[src/sdmr_pkg.sv]
/*
  Package for the SDRAM mode register block: command encodings, mode
  register and extended register one field positions, decode enums.
  Assumes nothing of its surroundings; shared by the core and the decoder.
*/
package sdmr_pkg;

  // Address and bank widths
  localparam int ADDR_W = 13;
  localparam int BANK_W = 2;

  // Bank codes that select the register written by a register-set command
  localparam logic [1:0] BANK_MODE = 2'h0;
  localparam logic [1:0] BANK_EXT1 = 2'h1;
  localparam logic [1:0] BANK_EXT2 = 2'h2;
  localparam logic [1:0] BANK_EXT3 = 2'h3;

  // Mode register field positions
  localparam int MR_BL_LSB = 0;
  localparam int MR_BT_BIT = 3;
  localparam int MR_CL_LSB = 4;
  localparam int MR_TM_BIT = 7;
  localparam int MR_DLLRST_BIT = 8;
  localparam int MR_WR_LSB = 9;

  // Extended register one field positions
  localparam int E1_DLLDIS_BIT = 0;
  localparam int E1_HALF_BIT = 1;
  localparam int E1_RTT0_BIT = 2;
  localparam int E1_AL_LSB = 3;
  localparam int E1_RTT1_BIT = 6;
  localparam int E1_OCD_LSB = 7;
  localparam int E1_NDQS_BIT = 10;
  localparam int E1_QOFF_BIT = 12;

  // Burst length codes
  localparam logic [2:0] BL_CODE_4 = 3'h2;
  localparam logic [2:0] BL_CODE_8 = 3'h3;

  // Column address bit that requests auto precharge
  localparam int AP_BIT = 10;

  // Driver calibration codes
  localparam logic [2:0] OCD_EXIT = 3'h0;
  localparam logic [2:0] OCD_DEFAULT = 3'h7;

  // Lock time of the delay line after reset, in clocks
  localparam int DLL_LOCK_CLKS = 200;

  // Register reset values (register contents undefined until written)
  localparam logic [12:0] MR_RESET = 13'h0000;
  localparam logic [12:0] E1_RESET = 13'h0000;

  // Decoded commands on the pins
  typedef enum logic [2:0] {
    SDMR_NOP,
    SDMR_ACT,
    SDMR_READ,
    SDMR_WRITE,
    SDMR_PRE,
    SDMR_REF,
    SDMR_MRS
  } sdmr_cmd_t;

endpackage : sdmr_pkg

[src/sdmr_cmd_dec.sv]
/*
  Command decoder: turns sampled chip select, row/column strobe and write
  enable levels into one command code. Assumes already synchronised inputs.
*/
`timescale 1ns/1ns
module sdmr_cmd_dec (
  // Sampled command pins, active low
  input wire logic cs_n_in,
  input wire logic ras_n_in,
  input wire logic cas_n_in,
  input wire logic we_n_in,
  // Decoded command
  output sdmr_pkg::sdmr_cmd_t cmd_out
);
  import sdmr_pkg::*;

  // Truth table of the command pins
  always_comb begin
    if (cs_n_in) begin
      cmd_out = SDMR_NOP; // Deselect
    end else begin
      unique case ({ras_n_in, cas_n_in, we_n_in})
        3'h3: cmd_out = SDMR_ACT;
        3'h5: cmd_out = SDMR_READ;
        3'h4: cmd_out = SDMR_WRITE;
        3'h2: cmd_out = SDMR_PRE;
        3'h1: cmd_out = SDMR_REF;
        3'h0: cmd_out = SDMR_MRS;
        default: cmd_out = SDMR_NOP;
      endcase
    end
  end

endmodule : sdmr_cmd_dec

[src/sdmr_core.sv]
/*
  SDRAM mode register core: samples the command pins on rising edges of the
  controller clock, holds the mode register and extended register one,
  tracks open banks, the delay line state and access decoding.
  Assumes a free 25 MHz local clock much faster than the link clock.
*/
`timescale 1ns/1ns
module sdmr_core #(
  parameter int NUM_BANKS = 4 // Banks tracked for idle state
) (
  // Clock and reset
  input wire logic REF_CLK_IN,
  input wire logic RESET_IN,
  // Pins from the controller
  input wire logic CK_IN,
  input wire logic CKE_IN,
  input wire logic CS_N_IN,
  input wire logic RAS_N_IN,
  input wire logic CAS_N_IN,
  input wire logic WE_N_IN,
  input wire logic [sdmr_pkg::BANK_W-1:0] BA_IN,
  input wire logic [sdmr_pkg::ADDR_W-1:0] A_IN,
  // Register contents and state
  output logic [sdmr_pkg::ADDR_W-1:0] MODE_REG_OUT,
  output logic [sdmr_pkg::ADDR_W-1:0] EXT1_REG_OUT,
  output logic MODE_VALID_OUT,
  output logic EXT1_VALID_OUT,
  output logic DLL_ON_OUT,
  output logic DLL_LOCKED_OUT,
  output logic SELF_REFRESH_OUT,
  output logic ALL_IDLE_OUT,
  // Access decode
  output logic [3:0] BURST_LEN_OUT,
  output logic [sdmr_pkg::BANK_W-1:0] ACT_BANK_OUT,
  output logic [sdmr_pkg::ADDR_W-1:0] ACT_ROW_OUT,
  output logic [sdmr_pkg::ADDR_W-1:0] COL_OUT,
  output logic AUTO_PRE_OUT,
  output logic ACCESS_WRITE_OUT,
  output logic ACCESS_STB_OUT,
  output logic MRS_ERR_OUT
);
  import sdmr_pkg::*;

  // Synchroniser stages for every pin, two flops each
  localparam int PIN_W = 6 + BANK_W + ADDR_W;
  logic [PIN_W-1:0] sync1_q, sync2_q;
  logic [PIN_W-1:0] pins_raw;
  logic ck_d1_q; // Previous synchronised clock level
  logic ck_rise;
  logic cke_s, cs_n_s, ras_n_s, cas_n_s, we_n_s;
  logic [BANK_W-1:0] ba_s;
  logic [ADDR_W-1:0] a_s;
  sdmr_cmd_t cmd;

  assign pins_raw = {CK_IN, CKE_IN, CS_N_IN, RAS_N_IN, CAS_N_IN, WE_N_IN, BA_IN, A_IN};
  assign {cke_s, cs_n_s, ras_n_s, cas_n_s, we_n_s, ba_s, a_s} = sync2_q[PIN_W-2:0];
  assign ck_rise = sync2_q[PIN_W-1] & ~ck_d1_q;

  // Two flip-flop synchroniser; only sync2 is read by logic
  always_ff @(posedge REF_CLK_IN) begin
    if (RESET_IN) begin
      sync1_q <= '0;
      sync2_q <= '0;
      ck_d1_q <= 1'b0;
    end else begin
      sync1_q <= pins_raw;
      sync2_q <= sync1_q;
      ck_d1_q <= sync2_q[PIN_W-1];
    end
  end

  // Command decode of the sampled pins
  sdmr_cmd_dec u_dec (
    .cs_n_in(cs_n_s),
    .ras_n_in(ras_n_s),
    .cas_n_in(cas_n_s),
    .we_n_in(we_n_s),
    .cmd_out(cmd)
  );

  // Burst length decode, used only for the output
  function automatic logic [3:0] burst_len(input logic [2:0] code);
    if (code == BL_CODE_8) begin
      burst_len = 4'h8;
    end else begin
      burst_len = 4'h4;
    end
  endfunction : burst_len

  // State registers
  logic [ADDR_W-1:0] mr_q, mr_d, e1_q, e1_d;
  logic mr_v_q, mr_v_d, e1_v_q, e1_v_d;
  logic [NUM_BANKS-1:0] open_q, open_d;
  logic sref_q, sref_d;
  logic [7:0] lock_q, lock_d; // Clocks since delay line reset
  logic locking_q, locking_d;
  logic [BANK_W-1:0] abank_q, abank_d;
  logic [ADDR_W-1:0] arow_q, arow_d, col_q, col_d;
  logic ap_q, ap_d, wr_q, wr_d, stb_q, stb_d, err_q, err_d;
  logic cke_prev_q, cke_prev_d;

  // Next state of registers, banks, delay line and access decode
  always_comb begin
    mr_d = mr_q;
    e1_d = e1_q;
    mr_v_d = mr_v_q;
    e1_v_d = e1_v_q;
    open_d = open_q;
    sref_d = sref_q;
    lock_d = lock_q;
    locking_d = locking_q;
    abank_d = abank_q;
    arow_d = arow_q;
    col_d = col_q;
    ap_d = ap_q;
    wr_d = wr_q;
    stb_d = 1'b0;
    err_d = 1'b0;
    cke_prev_d = cke_prev_q;
    if (ck_rise) begin
      cke_prev_d = cke_s;
      // Delay line lock counter runs on link clocks
      if (locking_q && !sref_q) begin
        if (lock_q == 8'(DLL_LOCK_CLKS - 1)) begin
          locking_d = 1'b0;
        end else begin
          lock_d = lock_q + 8'h01;
        end
      end
      if (sref_q) begin
        // Self refresh exits when enable returns high
        if (cke_s) begin
          sref_d = 1'b0;
        end
      end else if (cke_s && cke_prev_q) begin
        unique case (cmd)
          SDMR_ACT: begin
            open_d[ba_s] = 1'b1;
            abank_d = ba_s;
            arow_d = a_s;
          end
          SDMR_READ, SDMR_WRITE: begin
            col_d = a_s;
            ap_d = a_s[AP_BIT];
            wr_d = (cmd == SDMR_WRITE);
            stb_d = 1'b1;
            if (ap_d) begin
              open_d[ba_s] = 1'b0;
            end
          end
          SDMR_PRE: begin
            if (a_s[AP_BIT]) begin
              open_d = '0;
            end else begin
              open_d[ba_s] = 1'b0;
            end
          end
          SDMR_MRS: begin
            // Writes take effect only with every bank idle
            if (open_q != '0) begin
              err_d = 1'b1;
            end else if (ba_s == BANK_MODE) begin
              mr_d = a_s;
              mr_v_d = 1'b1;
              if (a_s[MR_DLLRST_BIT] && !e1_q[E1_DLLDIS_BIT] && e1_v_q) begin
                locking_d = 1'b1;
                lock_d = '0;
              end
            end else if (ba_s == BANK_EXT1) begin
              e1_d = a_s;
              e1_v_d = 1'b1;
            end
          end
          default: begin
          end
        endcase
      end else if (cke_prev_q && !cke_s && cmd == SDMR_REF && open_q == '0) begin
        sref_d = 1'b1;
      end
    end
  end

  // Register the state
  always_ff @(posedge REF_CLK_IN) begin
    if (RESET_IN) begin
      mr_q <= MR_RESET;
      e1_q <= E1_RESET;
      mr_v_q <= 1'b0;
      e1_v_q <= 1'b0;
      open_q <= '0;
      sref_q <= 1'b0;
      lock_q <= '0;
      locking_q <= 1'b0;
      abank_q <= '0;
      arow_q <= '0;
      col_q <= '0;
      ap_q <= 1'b0;
      wr_q <= 1'b0;
      stb_q <= 1'b0;
      err_q <= 1'b0;
      cke_prev_q <= 1'b0;
    end else begin
      mr_q <= mr_d;
      e1_q <= e1_d;
      mr_v_q <= mr_v_d;
      e1_v_q <= e1_v_d;
      open_q <= open_d;
      sref_q <= sref_d;
      lock_q <= lock_d;
      locking_q <= locking_d;
      abank_q <= abank_d;
      arow_q <= arow_d;
      col_q <= col_d;
      ap_q <= ap_d;
      wr_q <= wr_d;
      stb_q <= stb_d;
      err_q <= err_d;
      cke_prev_q <= cke_prev_d;
    end
  end

  // Outputs from the registers
  assign MODE_REG_OUT = mr_q;
  assign EXT1_REG_OUT = e1_q;
  assign MODE_VALID_OUT = mr_v_q;
  assign EXT1_VALID_OUT = e1_v_q;
  // Delay line runs when enabled and not in self refresh
  assign DLL_ON_OUT = e1_v_q & ~e1_q[E1_DLLDIS_BIT] & ~sref_q;
  assign DLL_LOCKED_OUT = DLL_ON_OUT & ~locking_q;
  assign SELF_REFRESH_OUT = sref_q;
  assign ALL_IDLE_OUT = (open_q == '0);
  assign BURST_LEN_OUT = burst_len(mr_q[MR_BL_LSB +: 3]);
  assign ACT_BANK_OUT = abank_q;
  assign ACT_ROW_OUT = arow_q;
  assign COL_OUT = col_q;
  assign AUTO_PRE_OUT = ap_q;
  assign ACCESS_WRITE_OUT = wr_q;
  assign ACCESS_STB_OUT = stb_q;
  assign MRS_ERR_OUT = err_q;

endmodule : sdmr_core

[config.mk]
export PLATFORM = sky130hd
export DESIGN_NAME = sdmr_core
export DESIGN_NICKNAME = d
export VERILOG_FILES = /design/src/sdmr_pkg.sv /design/src/sdmr_cmd_dec.sv /design/src/sdmr_core.sv
export SDC_FILE = /design/constraint.sdc
export NUM_CORES = 1
export LEC_CHECK = 0
export BUFFER_PORTS_ARGS = -buffer_cell sky130_fd_sc_hd__buf_2
export CORE_UTILIZATION = 56
export CTS_BUF_LIST = sky130_fd_sc_hd__clkbuf_4
export CTS_CLUSTER_DIAMETER = 150
export DETAILED_ROUTE_END_ITERATION = 10
export PLACE_DENSITY_LB_ADDON = 0.1
export SETUP_SLACK_MARGIN = 0.3
export SYNTH_ARGS = -nofsm -noshare
export SYNTH_HDL_FRONTEND = slang
export SYNTH_SLANG_ARGS = --single-unit
[constraint.sdc]
create_clock -name REF_CLK_IN -period 2.4 [get_ports REF_CLK_IN]
set_clock_uncertainty 0.15 [all_clocks]
set_input_delay 0 -clock REF_CLK_IN [delete_from_list [all_inputs] [get_ports REF_CLK_IN]]
set_output_delay 0 -clock REF_CLK_IN [all_outputs]
set_load 0.02 [all_outputs]
==> results.md, run 1 <==
Clock network:
- The number of buffers created by CTS is 17.
- In this run the deepest clock path goes through 2 buffers.
- The post-CTS setup buffer count is 0.
- The clock transition at the registers of the reported paths is 0.11 ns.
- TritonCTS built the clock tree.
- The tree is rooted in a sky130_fd_sc_hd__clkbuf_4.
- The tree built by TritonCTS fans out to 117 sinks.
- Clock latency on the worst-skew pair, taken at its later pin, is 0.49 ns.
- The CTS H-tree depth is 4.

Logic synthesis:
- Counting flops with a built-in enable in the synthesized netlist gives 0.
- The most common flop cell mapped by yosys is sky130_fd_sc_hd__dfxtp_1.
- The average instance area after synthesis is 9.704 sq um.
- The number of instances in the synthesized netlist is 442.
- The synthesized netlist occupies a cell area of 0.004289 sq mm.
- For this run, the number of Yosys warnings is 0.
- The netlist uses 48 different library cells.
- The synthesized design contains 117 register bits.
- The share of flip-flops with an asynchronous set or reset is 0.
- The share of synthesized area occupied by flip-flops and latches is 0.5461.

Critical path:
- Along the worst path, the maximum fanout reaches 30.
- The critical path capture point is lock_q[2].
- The startpoint class of the critical path is a flip-flop.
- The startpoint of the lowest-slack register-to-register path is SELF_REFRESH_OUT.
- The path depth of the worst reg2reg path is 5.
- The kind of critical path is flip-flop to flip-flop.
- Tracing the worst setup path back leads to its startpoint at SELF_REFRESH_OUT.
- STA puts the critical path data required time at 2.63 ns.
- Data on the critical path arrives at its endpoint at 2.16 ns.
- Setup slack on the worst reg-to-reg path comes out at 0.47 ns.
- The sort of element at the end of the critical path is a flip-flop.
- In this run the critical register-to-register path is captured at lock_q[2].

Place:
- The post-detailed-placement half-perimeter wirelength is 6249 um.
- The placer's final routability congestion estimate is 0.8131.
- In this run the tool buffered the top-level ports with 88 buffer cells.
- The worst slack after detailed placement is 0.4504 ns.
- The placed instance area is 0.004773 sq mm.

Detailed routing:
- The total vias in the final route is 3,552.
- The detail route stage leaves a number of antenna-violating nets equal to 0.
- The uppermost layer routed is met4.
- For this run, design rule violations remaining after detail routing come to 0.
- The average wire per cell in the routed design is 14.40 um.
- The routed design uses 4472 um of met2 wire.
- After detailed routing, the met3 layer carries 530 um of wire.
- For this run, the detailed router's first-pass iteration total came to 4.
- The total wire length is 9536 um.
- After detailed routing, the number of vias per cell comes to 5.366.
- The met1 layer wirelength in the final routing is 4420 um.
- For this block, the initial DRC count from the detailed router was 141.

Floorplan:
- The floorplan die area is 0.008013 sq mm.
- The count of boundary I/O pins is 91.
- The die width is 89.52 um.
- The core box area is 0.007331 sq mm.
- The cell row count is 31.
- The effective utilization at floorplan is 0.5851.
- The height of the die is 89.52 um.

Power and ir drop:
- The static leakage is 2.290 nW.
- The total power divided by cell area is 690.9 mW/mm^2.
- The maximum vdd ir drop is 0.6992 mV.

STA:
- The maximum achievable frequency is 517.9 MHz.
- The total negative slack for setup checks is 0 ns.
- The max-slew violation count is 0.
- The final setup slack of the worst path is 0.4691 ns.
- The number of setup violations in the final report is 0.
- The post-route worst hold slack is 0.09337 ns.
- The portion of the clock cycle consumed by the worst path in the final layout is 0.8045.
- Setup repair after global routing left no endpoint under its margin.
- The final number of hold-violating endpoints is 0.
- The headroom to the max-slew limit is 0.6572.
- Subtracting the final worst setup slack from the clock period gives 1.931 ns.
- For the pin with the worst max-slew slack, the measured transition is 0.5142 ns.

Cells and area:
- From synthesis to final layout, the design area changed by 24.94%.
- The share of post-route cells with drive strength above 1 is 0.2398.
- The antenna diode count is 0.
- After the last flow step, the layout net total stands at 574.
- The utilization of the core after routing is 0.7310.
- After routing the design area is 0.005359 sq mm.

Run status:
- The flow ran to the end, and the final reports show no timing, DRC or antenna violations.

Flow run:
- The tool flagged a number of max-cap violations equal to 0.

Global route:
- The number of antenna violations at the first check in global routing is 0.
- Summed over all layers, the global routing overflow is 0.
- In the global route stage, overall resource usage came out at 0.2556.
- The via count of the first global-routing pass is 3,223.
- Entering global routing, the biggest net connects 66 pins.
- The first-pass GRT wire length is 15,190 um.

Min path:
- In this run the worst hold path is classified as input pin to flip-flop.
[cells in the mapped netlist, types with 4 or more instances]
cell type,instances,area (sq um)
sky130_fd_sc_hd__nor2_1,35,131.4
sky130_fd_sc_hd__a21oi_1,38,190.2
sky130_fd_sc_hd__nand3_1,4,20.02
sky130_fd_sc_hd__nor4_1,4,25.02
sky130_fd_sc_hd__nor2b_1,49,306.5
sky130_fd_sc_hd__nand2_1,13,48.80
sky130_fd_sc_hd__inv_1,5,18.77
sky130_fd_sc_hd__dfxtp_1,117,2342
sky130_fd_sc_hd__o21ai_0,36,180.2
sky130_fd_sc_hd__mux2i_1,29,290.3
sky130_fd_sc_hd__nand4_1,30,187.7
sky130_fd_sc_hd__buf_4,6,45.04
sky130_fd_sc_hd__a31oi_1,4,25.02
sky130_fd_sc_hd__clkbuf_1,23,86.33
[worst max-delay path, cell delays in order (launching register included)]
cell	delay, ns
sky130_fd_sc_hd__dfxtp_1	0.41
sky130_fd_sc_hd__nor3b_4	0.31
sky130_fd_sc_hd__buf_4	0.34
sky130_fd_sc_hd__and3_1	0.19
sky130_fd_sc_hd__o21ai_0	0.09
sky130_fd_sc_hd__a221oi_1	0.34
[registers in the layout, summed over array words and instances (netlist names)]
| signal | count |
|---|---|
| cke_prev_q | 1 |
| ACCESS_STB_OUT | 1 |
| EXT1_REG_OUT | 13 |
| EXT1_VALID_OUT | 1 |
| SELF_REFRESH_OUT | 1 |
| locking_q | 1 |
| COL_OUT | 13 |
| MODE_VALID_OUT | 1 |
| ACT_BANK_OUT | 2 |
| open_q | 4 |
| ACT_ROW_OUT | 13 |
| sync1_q | 21 |
| ACCESS_WRITE_OUT | 1 |
| lock_q | 8 |
| sync2_q | 21 |
| MRS_ERR_OUT | 1 |
| MODE_REG_OUT | 13 |
| ck_d1_q | 1 |
[stage by stage]
| step | std cells | total power [W] |
|---|---|---|
| after floorplan | 443 | 0.002121 |
| after global placement | 604 | 0.002161 |
| after detailed placement | 604 | 0.002166 |
| after CTS | 662 | 0.003726 |
| after global routing | 662 | 0.003852 |
| final | 662 | 0.003703 |
[logic make-up (layout without fill, tap and decap cells)]
| logic type | count (synthesis) | in the layout | synth area share |
|---|---|---|---|
| XOR/XNOR | 2 | 2 | 0.004085 |
| flip-flops | 117 | 117 | 0.5461 |
| buffers and inverters | 40 | 160 | 0.04463 |
| AO/OA/AOI/OAI | 90 | 90 | 0.1146 |
| multiplexers | 29 | 29 | 0.06768 |
| AND/OR/NAND/NOR | 162 | 162 | 0.2191 |
| adder cells (fa/ha/maj) | 1 | 1 | 0.002917 |
| other | 1 | 2 | 0.0008743 |
[power by group]
part / internal (W) / leakage, nW / switching, W / total (W)
clock network: 0.000752 / 0.171 / 0.000795 / 0.00155
logic: 0.0000751 / 1.17 / 0.0000773 / 0.000152
registers: 0.00198 / 0.951 / 0.0000279 / 0.00200
total: 0.00280 / 2.29 / 0.000900 / 0.00370
[metal layers]
layer  global-route usage  vias to the layer above
met5                    0                        -
met4               0.1241                        0
met3              0.06371                       11
met2               0.3990                      121
met1               0.3318                     1645
li1                     -                     1775
[final cells by class]
cell class / instances / area [sq um]
clock buffers: 17 / 127.6
clock inverters: 15 / 195.2
fillers: 549 / 1972
inverters: 5 / 18.77
multi-input cells: 286 / 1768
flip-flops and latches: 117 / 2342
well taps: 99 / 123.9
repair buffers: 123 / 783.3
[how the worst min path moves through the flow]
stage	startpoint	endpoint	slack, ns	cells past startpoint
after floorplan	A_IN[0]	sync1_q[0]	-0.02	1
after global placement	CKE_IN	sync1_q[19]	0.06	2
after detailed placement	A_IN[9]	sync1_q[9]	0.06	2
after CTS	A_IN[4]	sync1_q[4]	0.05	3
after global routing	A_IN[4]	sync1_q[4]	0.07	3
final	A_IN[1]	sync1_q[1]	0.09	3
[layout by cell type (no fill, tap or decap), drive strengths merged, types with 4 or more instances in the layout]
| master | instances |
|---|---|
| a21oi | 38 |
| a31oi | 4 |
| buf | 97 |
| clkbuf | 17 |
| clkinv | 6 |
| dfxtp | 117 |
| dlygate4sd3 | 26 |
| inv | 10 |
| mux2i | 29 |
| nand2 | 13 |
| nand3 | 4 |
| nand4 | 31 |
| nor2 | 35 |
| nor2b | 49 |
| nor3b | 4 |
| nor4 | 5 |
| o21ai | 36 |
[what timing repair did]
action                                  4_1_cts  5_1_grt
resized for setup                             0        1
endpoints found under the setup margin        0       10
hold buffers                                 26        0
hold endpoints to repair                     66        0
No activity file was read; power rests on OpenSTA's default activity.
==> run 2, diff against run 1 <==
==> constraint.sdc (replaced) <==
create_clock -name REF_CLK_IN -period 1.8 [get_ports REF_CLK_IN]
set_clock_uncertainty 0.15 [all_clocks]
set_input_delay 0 -clock REF_CLK_IN [delete_from_list [all_inputs] [get_ports REF_CLK_IN]]
set_output_delay 0 -clock REF_CLK_IN [all_outputs]
set_load 0.02 [all_outputs]
==> results.md, run 2 (synthesis results as in run 1) <==
STA:
- The final number of hold-violating endpoints is 0.
- Timing would allow up to 575.4 MHz.
- The max-slew violation count is 0.
- Setup violations remaining at the end of the flow were counted as 0.
- The post-route minimum period is 1.738 ns.
- Headroom to the max-slew limit came out at 0.5562.
- In the finished design, the share of the clock period the worst path needs comes to 0.9654.
- The tightest hold path in the finished design has a slack of 0.1194 ns.
- The total negative slack for setup checks is 0 ns.
- Setup repair after global routing could not meet its margin everywhere.
- For the pin with the worst max-slew slack, the measured transition is 0.6635 ns.

Detailed routing:
- The detailed router placed 4,199 vias in this run.
- For this run, the detailed router's first-pass iteration total came to 5.
- After detailed routing, the number of vias per cell comes to 5.744.
- The remaining number of nets flagged by the antenna check after routing is 0.
- The first routing iteration left 461 violations.
- The total wire length is 13,630 um.
- After detailed routing, the number of remaining DRC violations is 0.
- The average wire per cell in the routed design is 18.65 um.

Power and ir drop:
- The analysis attributes to cell leakage a power of 2.745 nW.
- Dividing total power by cell area gives a power density of 780.6 mW/mm^2.
- The maximum vdd ir drop is 0.5658 mV.

Critical path:
- The buffers plus inverters on the worst setup path is 2.
- The sort of element at the end of the critical path is a flip-flop.
- Measured in cells, the most critical reg-to-reg path has a length of 6.
- For the worst setup path, the data required time is 2.01 ns.
- The worst setup path is launched from a flip-flop.
- The library cell contributing the largest single delay on the critical path is sky130_fd_sc_hd__dfxtp_2.
- For flop-to-flop paths, the worst setup slack is 0.06 ns.
- The arrival time at the worst endpoint is 1.95 ns.
- The kind of critical path is flip-flop to flip-flop.
- In this run the number of cells on the critical path is 6.
- The cell family contributing the most delay on the critical path is simple AND/OR/NAND/NOR gates.
- Along the worst path, the maximum fanout reaches 17.
- The worst stage delay on the critical path is 0.34 ns.
- Walking the worst path, the cells encountered are nor4_4, buf_4, nand4_1, buf_6, o21ai_1, a221oi_2.

Clock network:
- In this run, CTS created clock tree buffers numbering 17.
- The clock transition at the registers of the reported paths is 0.11 ns.
- The longest clock path from root to sink contains 2 buffers.
- The CTS H-tree depth is 4.
- For the worst-skew pair, the clock arrives at the later sink with an insertion delay of 0.51 ns.
- The tree is rooted in a sky130_fd_sc_hd__clkbuf_4.
- The clock drives 117 sinks.
- TritonCTS built the clock tree.

Floorplan:
- During I/O placement, the number of pins put on the boundary was 91.
- The die is 89.52 um tall.
- The floorplan die area is 0.008013 sq mm.
- The effective utilization at floorplan is 0.5851.
- The floorplan has 31 rows.
- From left edge to right edge, the die measures 89.52 um.
- In this run the standard cell core region covers 0.007331 sq mm.

Cells and area:
- The largest registers in the layout are sync1_q: 21 flops, sync2_q: 21 flops.
- The number of filler instances in the final layout is 371.
- Across the whole layout, storage elements account for 0.002362 sq mm.
- From synthesis to final layout, the design area changed by 48.40%.
- In the layout the commonest cells are sky130_fd_sc_hd__dfxtp_1, sky130_fd_sc_hd__buf_2, sky130_fd_sc_hd__dlygate4sd3_1.
- For this run, the post-layout net count is 645.
- The area occupied by multi-input gates is 0.001991 sq mm.
- The library cell used most frequently in the layout, excluding fill and tap cells, is sky130_fd_sc_hd__dfxtp_1.
- The number of antenna diodes in the final layout is 0.
- Of the cells placed in the final design, the portion with a size suffix greater than 1 is 0.3576.

Min path:
- In this run the worst hold path is classified as input pin to flip-flop.
- The number of cells on the worst hold path is 3.

Place:
- The post-detailed-placement half-perimeter wirelength is 7001 um.
- The placer's final routability congestion estimate is 0.8595.
- The number of buffer cells added on primary ports is 88.

Global route:
- The number of antenna violations at the first check in global routing came to 0.
- The first-pass GRT wire length is 19,420 um.
- The remaining global-route overflow is 0.
- The via count of the first global-routing pass is 3,778.
- Entering global routing, the biggest net connects 31 pins.
- Across every metal layer, demand over resource in global routing totals 0.3347.

Run status:
- The run finished with clean final reports.

Flow run:
- Across the run, the number of max-cap violations was 0.
-- run 2: changes by cell type in the layout (fill, tap and decap cells not counted), moves of 10 or more --
cell	previous run	this run
sky130_fd_sc_hd__buf_6	0	14
sky130_fd_sc_hd__dfxtp_2	0	10
sky130_fd_sc_hd__dlygate4sd3_1	26	59
sky130_fd_sc_hd__o21ai_0	36	7
sky130_fd_sc_hd__o21ai_2	0	18
sky130_fd_sc_hd__buf_4	9	29
sky130_fd_sc_hd__dfxtp_1	117	105
sky130_fd_sc_hd__o21ai_1	0	11
-- run 2: cell type report --
| cell class | count | area share |
|---|---|---|
| sequential | 117 | 0.3711 |
| timing repair buffer | 194 | 0.2493 |
| clock inverter | 10 | 0.02084 |
| tap | 99 | 0.01946 |
| multi-input combinational | 286 | 0.3128 |
| clock buffer | 20 | 0.02359 |
| inverter | 5 | 0.002949 |
-- run 2: repair_timing --
action | CTS | global route
endpoints found under the setup margin | 76 | 84
pin swaps | 13 | 23
cloned | 3 | 3
hold buffers | 59 | 0
resized for setup | 44 | 59
buffers inserted | 10 | 4
hold endpoints to repair | 86 | 0
-- run 2: worst paths after layout --
kind                     from          end
hold / removal        A_IN[4]   sync1_q[4]
hold reg to reg   sync1_q[13]  sync2_q[13]
setup reg to reg    open_q[3]    lock_q[2]
setup / recovery    open_q[3]    lock_q[2]
-- run 2: per-stage QoR --
| stage | total power [W] | setup WS, ns | instances | utilization | area [sq um] |
|---|---|---|---|---|---|
| 2_1_floorplan | 0.002831 | -0.01732 | 443 | - | 4370 |
| 3_3_place_gp | 0.002905 | 0.1530 | 622 | 0.6762 | 4957 |
| 3_5_place_dp | 0.002912 | 0.08787 | 622 | 0.6762 | 4957 |
| 4_1_cts | 0.004894 | 0.1425 | 724 | 0.8280 | 6070 |
| 5_1_grt | 0.005136 | 0.03176 | 731 | 0.8682 | 6365 |
| 6_report | 0.004969 | 0.06222 | 731 | 0.8682 | 6365 |
-- run 2: power breakdown --
group	switching [W]	leakage, nW	internal [W]
sequential	0.0000452	0.957	0.00263
clock	0.000977	0.153	0.000987
combinational	0.000152	1.63	0.000175
-- run 2: worst register-to-register path, delay by kind of cell, from the launching register on --
kind | cells | cell delay, ns
buf+inv | 2 | 0.38
flops | 1 | 0.34
simple gates | 2 | 0.43
compound gates | 2 | 0.31
-- run 2: metal layers --
layer,up-vias,GRT usage,wire [um]
li1,1918,-,-
met1,2003,0.4125,5317
met2,243,0.5649,6895
met3,35,0.08403,1095
met4,0,0.1284,323
met5,-,0,0
==> run 3, diff against run 2 <==
--- a/config.mk
+++ b/config.mk
@@ -5,7 +5,10 @@
 export SDC_FILE = /design/constraint.sdc
 export NUM_CORES = 1
 export LEC_CHECK = 0
+export ABC_AREA = 1
 export BUFFER_PORTS_ARGS = -buffer_cell sky130_fd_sc_hd__buf_2
+export CAP_MARGIN = 20
+export CORE_MARGIN = 5
 export CORE_UTILIZATION = 56
 export CTS_BUF_LIST = sky130_fd_sc_hd__clkbuf_4
 export CTS_CLUSTER_DIAMETER = 150
==> results.md, run 3 <==
STA:
- The final number of hold-violating endpoints is 0.
- The total negative slack for setup checks is 0 ns.
- For the finished layout, the period the worst path requires is 1.600 ns.
- The number of setup violations in the final report is 0.
- Of the available clock period, the critical path in the final layout requires 0.8888.
- Derived from the worst setup path, the maximum achievable clock frequency is 625.1 MHz.
- Setup repair after global routing could not meet its margin everywhere.
- The max-slew violation count was 0.

Detailed routing:
- After detailed routing, the average wire length per cell comes to 14.57 um.
- The wire length on met3 is 719 um.
- The total vias in the final route is 4,265.
- In the routed layout, each cell is associated on average with a via count of 5.053.
- For this run, design rule violations remaining after detail routing come to 0.
- The first detailed-routing pass ran for 5 iterations.
- The final layout contains routed wiring with a total length of 12,290 um.
- The detailed router finished its first iteration with 202 violations.
- The uppermost layer routed is met4.
- The met2 routed wirelength is 6227 um.
- The met1 layer wirelength in the final routing is 5095 um.
- In this run the remaining antenna-violating nets after routing total 0.

Place:
- The congestion estimate from routability-driven global placement came to 0.8721.
- The placed instance area is 0.004893 sq mm.
- The number of buffer cells added on primary ports is 88.
- The post-detailed-placement half-perimeter wirelength is 6937 um.

Global route:
- Across every metal layer, demand over resource in global routing totals 0.2468.
- Global routing finished with a remaining overflow of 0.
- The via count of the first global-routing pass is 4,039.
- The number of antenna violations at the first check in global routing came to 0.
- The first global-routing pass estimated 19,370 um of wire.
- Entering global routing, the biggest net connects 83 pins.

Flow run:
- The reported max-cap violation count is 0.

Cells and area:
- In the layout the commonest cells are sky130_fd_sc_hd__dfxtp_1, sky130_fd_sc_hd__nor2_1, sky130_fd_sc_hd__buf_2.
- The area growth from synthesis to layout is 42.38%.
- The largest registers in the layout are sync1_q: 21 flops, sync2_q: 21 flops.
- The leading cell type in the layout, fill and taps excluded is sky130_fd_sc_hd__dfxtp_1.
- Of the cells placed in the final design, the portion with a size suffix greater than 1 is 0.3464.
- The antenna diode count is 0.
- The net count of the finished layout is 754.
- With fillers left out, the area of the finished cells amounts to 0.006205 sq mm.

Min path:
- The startpoint identified for the worst hold timing path is sync1_q[13].
- The endpoint of the worst hold-timing path is sync2_q[13].
- Counting instances, the worst hold path has a depth of 2.
- The path class of the lowest-slack min-delay path is flip-flop to flip-flop.

Power and ir drop:
- The worst-case IR drop observed on VDD is 0.5032 mV.
- In this run the static leakage power is 2.864 nW.
- Dividing total power by cell area gives a power density of 802.1 mW/mm^2.

Logic synthesis:
- The count of flip-flops with a built-in enable after synthesis is 0.
- Summed over all instances, the cell type with the most area after synthesis is sky130_fd_sc_hd__dfxtp_1.
- The average instance area after synthesis is 7.605 sq um.
- The share of flip-flops with an asynchronous set or reset is 0.
- After synthesis the netlist holds a flip-flop and latch count of 117.
- Ranked by instance count, the synthesized netlist is headed by sky130_fd_sc_hd__nor2_1, sky130_fd_sc_hd__dfxtp_1, sky130_fd_sc_hd__nand2_1, sky130_fd_sc_hd__inv_1, sky130_fd_sc_hd__a21oi_1.
- The number of distinct library cells after synthesis is 32.
- The share of synthesized area in the top cell type comes to 0.5375.
- The synthesized cell area is 0.004358 sq mm.
- The yosys synthesis warning count is 0.
- The share of the Yosys chip area taken by registers is 0.5375.
- The most instantiated library cell after synthesis is sky130_fd_sc_hd__nor2_1.
- Synthesis produced a netlist whose cell count is 573.
- After synthesis, the cell types taking the most area are sky130_fd_sc_hd__dfxtp_1, sky130_fd_sc_hd__nor2_1, sky130_fd_sc_hd__nand2_1, sky130_fd_sc_hd__inv_1, sky130_fd_sc_hd__a21oi_1.
- The most common flop cell mapped by yosys is sky130_fd_sc_hd__dfxtp_1.

Critical path:
- The worst setup path is captured at a flip-flop.
- In this run the critical register-to-register path is launched from sync2_q[14].
- The startpoint class of the critical path is a flip-flop.
- The highest net fanout along the worst path is 6.
- In this run the register-to-register setup slack is 0.20 ns.
- The kind of critical path is flip-flop to flip-flop.
- The path depth of the worst reg2reg path is 9.
- The endpoint of the worst-slack reg-to-reg timing path is MODE_REG_OUT[12].
- Data on the critical path arrives at its endpoint at 1.88 ns.
- Data on the critical path is required at its endpoint by 2.08 ns.

Clock network:
- Clock tree synthesis found a total of 117 sinks.
- The clock transition at the registers of the reported paths is 0.11 ns.
- TritonCTS built the clock tree.
- The latest clock arrival within the worst-skew pair is 0.50 ns.
- The longest clock path from root to sink contains 2 buffers.
- The CTS H-tree depth is 4.
- The library cell used as clock root buffer is sky130_fd_sc_hd__clkbuf_4.
- TritonCTS created 17 clock buffers.

Run status:
- The flow ran to the end, and the final reports show no timing, DRC or antenna violations.

Floorplan:
- In this run the vertical extent of the chip is 98.22 um.
- The cell row count is 32.
- The die width is 98.22 um.
- For this design the top-level I/O count stands at 91.
- For this configuration, the core starts out at a cell density of 0.5699.
- The floorplan step defined a core boundary enclosing 0.007647 sq mm.
- The floorplan step defined a die boundary enclosing 0.009646 sq mm.
[run 3: cell types whose count changed after synthesis, moves of 10 or more]
cell	delta
sky130_fd_sc_hd__clkbuf_1	-10
sky130_fd_sc_hd__inv_1	+66
sky130_fd_sc_hd__inv_2	+11
sky130_fd_sc_hd__mux2i_1	-29
sky130_fd_sc_hd__nand2_1	+62
sky130_fd_sc_hd__nand3_1	+37
sky130_fd_sc_hd__nand4_1	-27
sky130_fd_sc_hd__nor2_1	+85
sky130_fd_sc_hd__nor2b_1	-49
[run 3: critical path, stage by stage (launching register included)]
cell and delay, ns:
sky130_fd_sc_hd__dfxtp_1 0.33, sky130_fd_sc_hd__inv_2 0.07, sky130_fd_sc_hd__nand2_1 0.10, sky130_fd_sc_hd__inv_2 0.12
sky130_fd_sc_hd__nand2_2 0.08, sky130_fd_sc_hd__nor3_4 0.17, sky130_fd_sc_hd__buf_12 0.15, sky130_fd_sc_hd__buf_6 0.12
sky130_fd_sc_hd__nand3_1 0.09, sky130_fd_sc_hd__a21oi_2 0.15
[run 3: power breakdown]
group          internal, W  total, W  switching [W]
sequential         0.00263   0.00267      0.0000396
combinational     0.000140  0.000295       0.000155
clock             0.000971   0.00201        0.00104
total              0.00374   0.00498        0.00124
[run 3: stage by stage]
| step | util | total power, W | worst slack, ns | instances | hold slack (ns) |
|---|---|---|---|---|---|
| floorplan | - | 0.002829 | 0.2788 | 574 | -0.04303 |
| global placement | 0.6399 | 0.002887 | 0.2415 | 747 | 0.04769 |
| detailed placement | 0.6399 | 0.002892 | 0.2158 | 747 | 0.05731 |
| CTS | 0.7701 | 0.004969 | 0.2746 | 836 | 0.2531 |
| global route | 0.8114 | 0.005168 | 0.1444 | 844 | 0.2743 |
| finish | 0.8114 | 0.004977 | 0.2002 | 844 | 0.2517 |
[run 3: how the worst max path moves through the flow]
stage	from	end	slack [ns]	cells after the start
after floorplan	open_q[0]	MODE_REG_OUT[4]	0.28	9
after global placement	sync2_q[14]	MODE_REG_OUT[4]	0.24	8
after detailed placement	sync2_q[14]	MODE_REG_OUT[7]	0.22	8
after CTS	EXT1_REG_OUT[0]	DLL_LOCKED_OUT	0.27	6
after global routing	sync2_q[14]	MODE_REG_OUT[2]	0.14	9
final	sync2_q[14]	MODE_REG_OUT[12]	0.20	9
[run 3: cell type report]
cell class	instances	area (sq um)
sequential	117	2377
multi-input combinational	348	1849
fill	502	1443
timing repair buffer	163	1221
inverter	83	326.6
clock inverter	14	175.2
clock buffer	17	127.6
tap	102	127.6
[run 3: cells by family (layout without fill, tap and decap cells)]
family / after synthesis / after routing / share of synthesized area
and+or+nand+nor: 254 / 256 / 0.2469
AOI/OAI and AO/OA: 87 / 87 / 0.1028
xor gates and xnor gates: 2 / 2 / 0.004020
buffers and inverters: 111 / 277 / 0.1051
adders and majority gates: 1 / 1 / 0.002871
DFF: 117 / 117 / 0.5375
other: 1 / 2 / 0.0008605
[run 3: routing by layer]
metal  track usage  vias to the layer above
met5             0                        -
li1              -                     2102
met3       0.06071                       29
met1        0.3200                     1981
met4       0.07668                        0
met2        0.4079                      153
[run 3: what timing repair did]
item / 4_1_cts / 5_1_grt
buffers inserted: 11 / 7
pin swaps: 21 / 29
gates cloned: 4 / 1
hold buffers: 43 / 0
setup endpoints to repair: 60 / 76
endpoints found under the hold margin: 97 / 0
gates resized for setup: 50 / 88
